--- src/msbs_params.svh ---
// constants for the management simple-bus slave port
`ifndef MSBS_PARAMS_SVH
`define MSBS_PARAMS_SVH

`define MSBS_DATA_W      32
`define MSBS_ADDR_W      32
`define MSBS_REG_COUNT   8
`define MSBS_IDX_LSB     2
`define MSBS_IDX_W       3
`define MSBS_RESET_VALUE 32'h0000_0000
// registers at index 0 and 1 are read-only state, the rest read/write
`define MSBS_RO_LIMIT    3'h2

`endif

--- src/msbs_pkg.sv ---
// types for the management simple-bus slave port
`default_nettype none
`include "msbs_params.svh"
package msbs_pkg;
  typedef logic [`MSBS_DATA_W-1:0] msbs_word_t;
  typedef logic [`MSBS_ADDR_W-1:0] msbs_addr_t;
  typedef logic [`MSBS_IDX_W-1:0]  msbs_idx_t;
  typedef enum logic [2:0]
  {
    MSBS_IDLE  = 3'b001,
    MSBS_READ  = 3'b010,
    MSBS_WRITE = 3'b100
  } msbs_state_t;
endpackage
`default_nettype wire

--- src/msbs_port.sv ---
// simple-bus management slave port, top level
`default_nettype none
`include "msbs_params.svh"
// Function
// - select low: direction flag ignored
// - select high, flag low: write
// - select high, flag high: read
// - addressed register returned on read data
// - read acknowledge marks read completion
// - separate write acknowledge marks write completion
// - error only alongside an acknowledge
module msbs_port
(
  input  wire logic                 clk,
  input  wire logic                 sys_rst,
  input  wire logic                 ce,
  input  wire logic                 portSelect,
  input  wire logic                 readNotWriteFlag,
  input  wire msbs_pkg::msbs_addr_t registerAddressIn,
  input  wire msbs_pkg::msbs_word_t writeDataIn,
  output var  msbs_pkg::msbs_word_t readDataOut,
  output logic                      readAcknowledge,
  output logic                      writeAcknowledge,
  output logic                      transactionError
);
  import msbs_pkg::*;

  // ****************************************
  // address map and transfer walk
  // ****************************************
  // byte addresses, whole 32-bit words only, no byte lanes:
  //   0x00  status, read only: controller state, one-hot
  //   0x04  request count, read only: requests taken so far
  //   0x08  first scratch word, read/write, clears on reset
  //   ....  scratch words continue every four bytes
  //   0x1c  last scratch word
  // refused requests:
  //   any address with either of its low two bits set
  //   any address at 0x20 or above
  //   any write to one of the two read-only words
  // a refused request still gets its acknowledge, with the error
  // flag high in that same cycle only; a refused write stores
  // nothing and a refused read returns zero
  //
  // write walk:
  //   edge 0  select high, flag low, address and data standing;
  //           the word is stored at this edge
  //   edge 1  write acknowledge high for one cycle
  //   edge 2  select seen low, controller back in idle
  // read walk:
  //   edge 0  select high, flag high, address standing
  //   edge 1  read acknowledge high, read data valid
  //   edge 2  select seen low, controller back in idle
  // read data then holds until the next read acknowledge
  //
  // hazards:
  //   the master must drop select for one edge after an acknowledge;
  //   while select stays high nothing new is taken, so a slow master
  //   never sees a second acknowledge for one request
  //   the request count reads the value before its own request
  //   clock enable low freezes every register, acknowledges too,
  //   so a pulse lasts for as long as the enable stays low

  // ****************************************
  // decode helpers
  // ****************************************
  // address valid: aligned and inside the map
  function automatic logic addrOk(input msbs_addr_t a);
    addrOk = (a[1:0] == 2'h0)
          && (a[`MSBS_ADDR_W-1:`MSBS_IDX_LSB+`MSBS_IDX_W] == '0);
  endfunction

  function automatic msbs_idx_t addrIdx(input msbs_addr_t a);
    addrIdx = a[`MSBS_IDX_LSB+`MSBS_IDX_W-1:`MSBS_IDX_LSB];
  endfunction

  // write refused: bad address or a read-only word
  function automatic logic wrRefused(input msbs_addr_t a);
    wrRefused = !addrOk(a) || (addrIdx(a) < `MSBS_RO_LIMIT);
  endfunction

  // controller, answer, counter and decode signals
  msbs_state_t state_q, state_d;
  msbs_word_t  rdData_q, rdData_d;
  logic        rdAck_q, rdAck_d;
  logic        wrAck_q, wrAck_d;
  logic        err_q, err_d;
  msbs_word_t  count_q, count_d;
  logic        wrEn;
  msbs_word_t  rdWord;
  msbs_word_t  statusWord;
  logic        take;

  // ****************************************
  // transaction control
  // ****************************************
  // a request is taken in idle, answered next cycle, then waits for select to drop
  always_comb
  begin
    state_d  = state_q;
    rdAck_d  = 1'b0;
    wrAck_d  = 1'b0;
    err_d    = 1'b0;
    wrEn     = 1'b0;
    unique case (state_q)
      MSBS_IDLE:
      begin
        if (portSelect)
        begin
          if (readNotWriteFlag)
          begin
            state_d  = MSBS_READ;
            rdAck_d  = 1'b1;
            err_d    = !addrOk(registerAddressIn);
          end
          else
          begin
            state_d = MSBS_WRITE;
            wrAck_d = 1'b1;
            err_d   = wrRefused(registerAddressIn);
            wrEn    = !err_d;
          end
        end
      end
      MSBS_READ,
      MSBS_WRITE:
      begin
        // hold off until the master lets go so each request acks once
        if (!portSelect)
          state_d = MSBS_IDLE;
      end
      default:
        state_d = MSBS_IDLE;
    endcase
  end

  // registers; reset keeps every output low
  always_ff @(posedge clk or posedge sys_rst)
  begin
    if (sys_rst)
    begin
      state_q  <= MSBS_IDLE;
      rdAck_q  <= 1'b0;
      wrAck_q  <= 1'b0;
      err_q    <= 1'b0;
    end
    else if (ce)
    begin
      state_q  <= state_d;
      rdAck_q  <= rdAck_d;
      wrAck_q  <= wrAck_d;
      err_q    <= err_d;
    end
  end

  // ****************************************
  // read data
  // ****************************************
  // a request is taken only from idle with select high
  assign take = (state_q == MSBS_IDLE) && portSelect;

  // capture the addressed word when a read is taken; refused reads give zero
  always_comb
  begin
    rdData_d = rdData_q;
    if (take && readNotWriteFlag)
      rdData_d = addrOk(registerAddressIn) ? rdWord : 32'h0;
  end

  // read data register; holds between reads, zero in reset
  always_ff @(posedge clk or posedge sys_rst)
  begin
    if (sys_rst)
      rdData_q <= `MSBS_RESET_VALUE;
    else if (ce)
      rdData_q <= rdData_d;
  end

  // ****************************************
  // request counter
  // ****************************************
  // count every taken request, good or refused
  always_comb
  begin
    count_d = count_q;
    if (take)
      count_d = count_q + 32'h1;
  end

  // counter register
  always_ff @(posedge clk or posedge sys_rst)
  begin
    if (sys_rst)
      count_q <= `MSBS_RESET_VALUE;
    else if (ce)
      count_q <= count_d;
  end

  // status word shows the controller state
  assign statusWord = {29'h0, state_q};

  // word storage and read mux, indexed by the address
  msbs_regfile msbs_regfile_i
  (
    .clk        (clk),
    .rst        (sys_rst),
    .ce         (ce),
    .wrEn       (wrEn),
    .idx        (addrIdx(registerAddressIn)),
    .wrData     (writeDataIn),
    .statusWord (statusWord),
    .countWord  (count_q),
    .rdWord     (rdWord)
  );

  // outputs straight from flops
  assign readDataOut      = rdData_q;
  assign readAcknowledge  = rdAck_q;
  assign writeAcknowledge = wrAck_q;
  assign transactionError = err_q;
endmodule
`default_nettype wire

--- src/msbs_regfile.sv ---
// register storage for the management port
`default_nettype none
`include "msbs_params.svh"
module msbs_regfile
(
  input  wire logic               clk,
  input  wire logic               rst,
  input  wire logic               ce,
  input  wire logic               wrEn,
  input  wire msbs_pkg::msbs_idx_t idx,
  input  wire msbs_pkg::msbs_word_t wrData,
  input  wire msbs_pkg::msbs_word_t statusWord,
  input  wire msbs_pkg::msbs_word_t countWord,
  output var  msbs_pkg::msbs_word_t rdWord
);
  import msbs_pkg::*;

  msbs_word_t mem_q [`MSBS_REG_COUNT];
  msbs_word_t mem_d [`MSBS_REG_COUNT];

  // ****************************************
  // storage
  // ****************************************
  genvar g;
  generate
    for (g = 0; g < `MSBS_REG_COUNT; g++)
    begin : gen_reg
      // write steers one word
      always_comb
      begin
        mem_d[g] = mem_q[g];
        if (wrEn && idx == msbs_idx_t'(g))
          mem_d[g] = wrData;
      end
      always_ff @(posedge clk or posedge rst)
      begin
        if (rst)
          mem_q[g] <= `MSBS_RESET_VALUE;
        else if (ce)
          mem_q[g] <= mem_d[g];
      end
    end
  endgenerate

  // read mux: low indices show live state
  always_comb
  begin
    if (idx == 3'h0)
      rdWord = statusWord;
    else if (idx == 3'h1)
      rdWord = countWord;
    else
      rdWord = mem_q[idx];
  end
endmodule
`default_nettype wire

--- config.mk ---
export PLATFORM = sky130hd
export DESIGN_NAME = msbs_port
export DESIGN_NICKNAME = d
export VERILOG_FILES = /design/src/msbs_pkg.sv /design/src/msbs_port.sv /design/src/msbs_regfile.sv
export VERILOG_INCLUDE_DIRS = /design/src
export SDC_FILE = /design/constraint.sdc
export NUM_CORES = 1
export LEC_CHECK = 0
export ABC_AREA = 1
export BUFFER_PORTS_ARGS = -buffer_cell sky130_fd_sc_hd__buf_2
export CORE_ASPECT_RATIO = 0.6
export CORE_MARGIN = 10
export CORE_UTILIZATION = 60
export DETAILED_ROUTE_END_ITERATION = 10
export PLACE_DENSITY = 0.8
export SYNTH_ARGS = -nofsm -noshare
export SYNTH_HDL_FRONTEND = slang
export SYNTH_SLANG_ARGS = --single-unit
--- constraint.sdc ---
create_clock -name clk -period 23.3 [get_ports clk]
set_input_delay 3.495 -clock clk [delete_from_list [all_inputs] [get_ports clk]]
set_output_delay 3.495 -clock clk [all_outputs]
set_load 0.02 [all_outputs]
==> flow_summary.yaml, run 1 <==
clock_network:
  clk_latency_ns: 0.56
  cts_hold_buf: 0
  post_cts_resize_count: 0
  root_buffer: "clkbuf_16"
  cts.sinks: 291
  numCtsBuffers: 27
  tritoncts: "yes"
  post_cts_buffers: 0
  h-tree-depth: 1
  clk_pin_slew_worst_paths_ns: 0.06
  cts_max_path_buffers: 3
logic_synthesis:
  syn_area_per_cell_sq_um: 7.41
  synth_common_cells: "1,054 x nand2_1, 290 x dfrtp_1, 93 x nor2_1, 75 x clkbuf_1"
  synth_top_area_share: 0.535
  synthMuxAreaShare: 0
  synth.most_common_cell: "nand2_1"
  synth_edf_count: 0
  ys_warn_count: 0
  synth_top_family_by_area: "simple AND/OR/NAND/NOR gates"
  synth_seq_cells: 291
  ys_types: 32
  synth_compound_area_frac: 0.0302
  synth_area_leaders: "dfrtp_1 53%, nand2_1 29%, nor2_1 2.6%, nand3_1 2.2%, clkbuf_1 2.1%"
  synthCells: 1833
  synthAdderAreaFrac: 0.000922
  synthSimpleGateAreaFrac: 0.371
  synth-xor-area-share: 0.0110
  synth_flop_cell: "dfrtp_1"
  synth_area_leader_cell: "dfrtp_1"
  synth-seq-area-share: 0.536
  syn-cell-area_sq_um: 13600
  syn_nets: 1903
  synth-async-reset-ratio: 1.00
worst_hold_path:
  hold_path_class: "reg2reg"
  hold_path_depth: 0
  worstHoldEndpoint: "msbs_regfile_i.mem_q[239]$_DFFE_PP0P_"
  hold_start: "msbs_regfile_i.mem_q[239]$_DFFE_PP0P_"
placement:
  placed_cells: 2160
  io_buffers: 103
  place.gp.congestion: 0.943
  dp_hpwl_um: 26100
timing:
  finalMaxSlewViolations: 0
  tns_ns: 0
  max_freq_mhz: 180
  slew_headroom: 0.234
  setup-violations-final: 0
  clock_skew_ns: 0.0125
  tightest_slew_ns: 1.15
  fin_crit_sh: 0.238
  finalHoldViolations: 0
  finalCriticalPeriod_ns: 5.55
  rsz0062_at_grt: "false"
setup_path:
  cpPeakStageDelay_ns: 0.72
  worstPathArrival_ns: 6.04
  cpMaxStageDelayCell: "nor2_2"
  cpMostUsedCell: "nand2_1"
  r2r-end: "msbs_regfile_i.mem_q[92]$_DFFE_PP0P_"
  r2r-start: "state_q[0]$_DFFE_PP1P_"
  reg2reg_depth: 10
  crit_chain: "buf_2 > nand2_1 > nor2_2 > buf_4 > nand2_1 > nor2_4 > nand3_2 > nor2_2 > buf_4 > nand2_1 > nand2_1"
  reg2reg_slack_ns: 20.22
  cp.required_ns: 23.79
  critPathMaxFanout: 22
  end_kind: "register"
  critPathLaunchType: "primary input"
  worstSetupPathType: "in2reg"
job:
  maxCapViolCount: 0
layout:
  fin_nets: 1951
  drive_above_1_share: 0.102
  fillers: 1833
  area_growth_pct: 12.1
  layoutNonFillerInstCount: 2208
  diodes: 0
global_route:
  grt_usage: 0.272
  grt_max_degree: 193
  grt_pass1_wl_um: 64200
  first_global_vias: 11572
  grt_overflow: 0
  antenna_found_initial: 0
power_and_ir_drop:
  irDropWorstVdd_uv: 51.7
  p_leak_nw: 8.35
  power-per-cell-area_nw_per_um2: 73.9
floorplanning:
  core_region_area_sq_um: 22100
  num_rows: 42
  dieWidth_um: 214
  io-pin-count: 104
  die-area_sq_um: 29200
  fp.dieH_um: 137
  start_util: 0.614
status:
  outcome: "completed"
routing:
  drtIter0Drc: 1376
  post_drt_wl_per_cell_um: 18.2
  viasPerCell: 5.53
  ant_nets: 0
  wl_um: 40200
  via_count: 12215
  first_pass_iters: 5
  route.detailed.drc: 0
-- kinds of logic (layout without fill, tap and decap cells) --
kind of cell,Yosys count,count (layout)
AND/OR/NAND/NOR,1276,1276
flip-flops,291,291
buffers and inverters,172,239
AO/OA/AOI/OAI,76,76
adder cells (fa/ha/maj),1,1
XOR/XNOR,17,17
-- where the power goes --
| part | total [mW] | internal [mW] | switching (mW) |
|---|---|---|---|
| clock network | 0.493 | 0.295 | 0.198 |
| registers | 0.531 | 0.517 | 0.0139 |
| logic | 0.0999 | 0.0257 | 0.0742 |
-- routing by layer --
metal  GRT usage  vias up  part of all wire
met5           0        -                 0
met3      0.0591       63             0.097
met1       0.400     5829              0.46
li1            -     5720                 -
met2       0.405      603              0.42
met4      0.0619        0             0.021
-- sequential cells by signal, indices dropped and copies added, names as in the netlist --
register,cells
writeAcknowledge,1
msbs_regfile_i.mem_q,221
transactionError,1
state_q,3
readDataOut,32
count_q,32
readAcknowledge,1
-- final cells by class --
cell class | count | area [sq um] | area share
multi-input cells | 1370 | 5630 | 0.370
clock buffers | 37 | 763 | 0.0501
clock inverters | 11 | 209 | 0.0137
inverters | 65 | 251 | 0.0165
well taps | 308 | 385 | 0.0253
flip-flops and latches | 291 | 7280 | 0.478
repair buffers | 126 | 701 | 0.0460
-- critical path, delay by kind of cell --
kind / cells / cell delay [ns]
buf+inv: 3 / 0.81
simple gates: 8 / 1.72
-- cells in the final DEF (no fill, tap or decap), drive strengths merged --
cell	netlist	routed
o21a	3	3
a22oi	2	2
ha	1	1
o22ai	1	1
nor2	104	104
dfrtp	290	290
nand3	62	62
nand3b	6	6
xor2	17	17
clkbuf	75	37
bufinv	0	6
o211ai	5	5
nor3	12	12
nor4	1	1
or2	5	5
clkinv	1	6
a21oi	26	26
inv	64	64
nand4	32	32
o221ai	1	1
dfstp	1	1
buf	32	126
nand2	1054	1054
o21ai	38	38
-- metrics by stage --
stage	util	setup slack [ns]	cell area [sq um]	hold slack, ns	power, mW
after global routing	0.688	17.59	15200	0.391	1.16
final	0.688	17.75	15200	0.377	1.12
after floorplan	-	11.77	13600	0.429	0.597
after CTS	0.688	17.86	15200	0.379	1.12
after global placement	0.644	17.33	14300	0.365	0.637
after detailed placement	0.644	17.28	14300	0.366	0.638
-- how the worst max path moves through the flow --
| stage | startpoint | endpoint | cells past startpoint | slack, ns |
|---|---|---|---|---|
| 2_1_floorplan | sys_rst | count_q[0]$_DFFE_PP0P_ | 1 | 11.77 |
| 3_3_place_gp | registerAddressIn[3] | readDataOut[16]$_DFFE_PP0P_ | 9 | 17.33 |
| 3_5_place_dp | ce | msbs_regfile_i.mem_q[92]$_DFFE_PP0P_ | 11 | 17.28 |
| 4_1_cts | ce | msbs_regfile_i.mem_q[92]$_DFFE_PP0P_ | 11 | 17.86 |
| 5_1_grt | ce | msbs_regfile_i.mem_q[70]$_DFFE_PP0P_ | 11 | 17.59 |
| 6_report | ce | msbs_regfile_i.mem_q[92]$_DFFE_PP0P_ | 11 | 17.75 |
(Power assumes the default switching activity.)
==> run 2, diff against run 1 <==
--- a/config.mk
+++ b/config.mk
@@ -10,9 +10,9 @@
 export BUFFER_PORTS_ARGS = -buffer_cell sky130_fd_sc_hd__buf_2
 export CORE_ASPECT_RATIO = 0.6
 export CORE_MARGIN = 10
-export CORE_UTILIZATION = 60
+export CORE_UTILIZATION = 54
 export DETAILED_ROUTE_END_ITERATION = 10
-export PLACE_DENSITY = 0.8
+export PLACE_DENSITY = 0.76
 export SYNTH_ARGS = -nofsm -noshare
 export SYNTH_HDL_FRONTEND = slang
 export SYNTH_SLANG_ARGS = --single-unit
==> constraint.sdc (replaced) <==
create_clock -name clk -period 5.1 [get_ports clk]
set_input_delay 0.765 -clock clk [delete_from_list [all_inputs] [get_ports clk]]
set_output_delay 0.765 -clock clk [all_outputs]
set_load 0.02 [all_outputs]
==> run 2 against run 1 <==
Critical endpoint is now msbs_regfile_i.mem_q[1]$_DFFE_PP0P_. Sequential power grew to 4.6 times the previous value. Global-route usage is 1.3 points lower. Clock power grew to 4.6 times the previous value. First-iteration DRC count is 22% higher. Power grew to 4.6 times the previous value. Sequential share of layout area is 0.27 points lower. Critical path depth is 2 lower. Setup slack worse by 16 ns. Routed wire length is 3.7% higher. Core utilization is 6.2 points lower. Largest cell class unchanged. Non-clock buffer count is 4 higher. Cell count is 1.0% higher.
==> flow_summary.yaml, run 2 (synthesis gave the netlist of run 1 again) <==
setup_path:
  end_kind: "register"
  worstSetupPathType: "reg2reg"
  worstPathArrival_ns: 3.49
  crit_chain: "nand3_1 > nor2_2 > buf_4 > nand2_1 > nor2_4 > nand4_1 > buf_4 > nand2_1 > nand2_1"
  reg2reg_slack_ns: 2.05
  cpPeakStageDelay_ns: 0.67
  critPathLaunchType: "register"
  cpMaxStageDelayCell: "nand4_1"
  r2r-start: "state_q[0]$_DFFE_PP1P_"
  crit_family: "simple AND/OR/NAND/NOR gates"
  cpMostUsedCell: "nand2_1"
  critPathMaxFanout: 22
  reg2reg_depth: 9
  r2r-end: "msbs_regfile_i.mem_q[1]$_DFFE_PP0P_"
  critPathLaunch: "state_q[0]$_DFFE_PP1P_"
  worst-path-buf-inv: 2
  cp.required_ns: 5.54
floorplanning:
  num_rows: 44
  dieWidth_um: 225
  die-area_sq_um: 32100
  start_util: 0.555
  io-pin-count: 104
  fp.dieH_um: 143
  core_region_area_sq_um: 24400
clock_network:
  post_cts_resize_count: 0
  clk_pin_slew_worst_paths_ns: 0.07
  cts_max_path_buffers: 3
  post_cts_buffers: 0
  numCtsBuffers: 28
  tritoncts: "yes"
  cts_hold_buf: 0
  h-tree-depth: 1
  root_buffer: "clkbuf_16"
  cts.sinks: 291
  clk_latency_ns: 0.57
placement:
  place.gp.congestion: 0.990
  io_buffers: 103
  dp_hpwl_um: 27700
  place_ws_ns: 1.86
routing:
  viasPerCell: 5.50
  route.detailed.drc: 0
  wl_um: 41700
  first_pass_iters: 5
  ant_nets: 0
  drtIter0Drc: 1682
  post_drt_wl_per_cell_um: 18.7
  via_count: 12274
power_and_ir_drop:
  irDropWorstVdd_uv: 276
  power-per-cell-area_nw_per_um2: 336
  p_leak_nw: 8.37
timing:
  fin_crit_sh: 0.598
  finalCriticalPeriod_ns: 3.05
  clock_skew_ns: 0.0233
  max_freq_mhz: 328
  finalMaxSlewViolations: 0
  holdWs_ns: 0.376
  finalHoldViolations: 0
  fin_ws_ns: 2.05
  slew_headroom: 0.305
  tns_ns: 0
  setup-violations-final: 0
  tightest_slew_ns: 1.04
  rsz0062_at_grt: "false"
global_route:
  first_global_vias: 11735
  grt_pass1_wl_um: 66000
  grt_overflow: 0
  grt_max_degree: 118
  antenna_found_initial: 0
  grt_usage: 0.260
layout:
  layout_common_cells: "1,054 x nand2_1, 290 x dfrtp_1, 103 x buf_2"
  fin_nets: 1956
  largest_reg_flops: 221
  drive_above_1_share: 0.106
  fin_util: 0.626
  largest_register: "msbs_regfile_i.mem_q"
  area_growth_pct: 12.8
  final_common_cell: "nand2_1"
worst_hold_path:
  hold_path_class: "in2async"
job:
  maxCapViolCount: 0
status:
  outcome: "completed"
-- run 2: worst reg2reg max path: cells and delay by family (launching register included) --
family / cells / cell delay (ns)
and+or+nand+nor: 7 / 1.58
buffers and inverters: 2 / 0.79
DFF: 1 / 0.56
-- run 2: worst max-delay path by stage --
stage,to,slack (ns),cells past startpoint
after detailed placement,msbs_regfile_i.mem_q[29]$_DFFE_PP0P_,1.86,10
after CTS,msbs_regfile_i.mem_q[29]$_DFFE_PP0P_,2.14,9
after global routing,msbs_regfile_i.mem_q[28]$_DFFE_PP0P_,1.85,9
after global placement,msbs_regfile_i.mem_q[27]$_DFFE_PP0P_,1.92,10
final,msbs_regfile_i.mem_q[1]$_DFFE_PP0P_,2.05,9
after floorplan,count_q[0]$_DFFE_PP0P_,0.47,1
-- run 2: where the power goes --
| part | switching [mW] | internal, mW |
|---|---|---|
| registers | 0.0661 | 2.36 |
| clock network | 0.929 | 1.33 |
| logic | 0.334 | 0.120 |
-- run 2: area by class of cell --
type | instances | area (sq um)
Multi-Input combinational cell | 1370 | 5630
Antenna cell | 1 | 2.50
Clock inverter | 16 | 229
Clock buffer | 36 | 771
Tap cell | 322 | 403
Fill cell | 2138 | 9130
Inverter | 65 | 248
Timing Repair Buffer | 130 | 743
Sequential cell | 291 | 7280
-- run 2: per-stage QoR --
stage / instance area [sq um] / total power, mW / cells
floorplan: 13600 / 2.73 / 1833
global route: 15300 / 5.31 / 2230
detailed placement: 14300 / 2.92 / 2178
finish: 15300 / 5.14 / 2231
global placement: 14300 / 2.91 / 2178
CTS: 15300 / 5.15 / 2230
-- run 2: routing by layer --
layer	up-vias	track usage	part of all wire
li1	5734	-	-
met1	5828	0.378	0.45
met2	629	0.374	0.42
met3	83	0.0669	0.11
met4	0	0.0720	0.029
met5	-	0	0
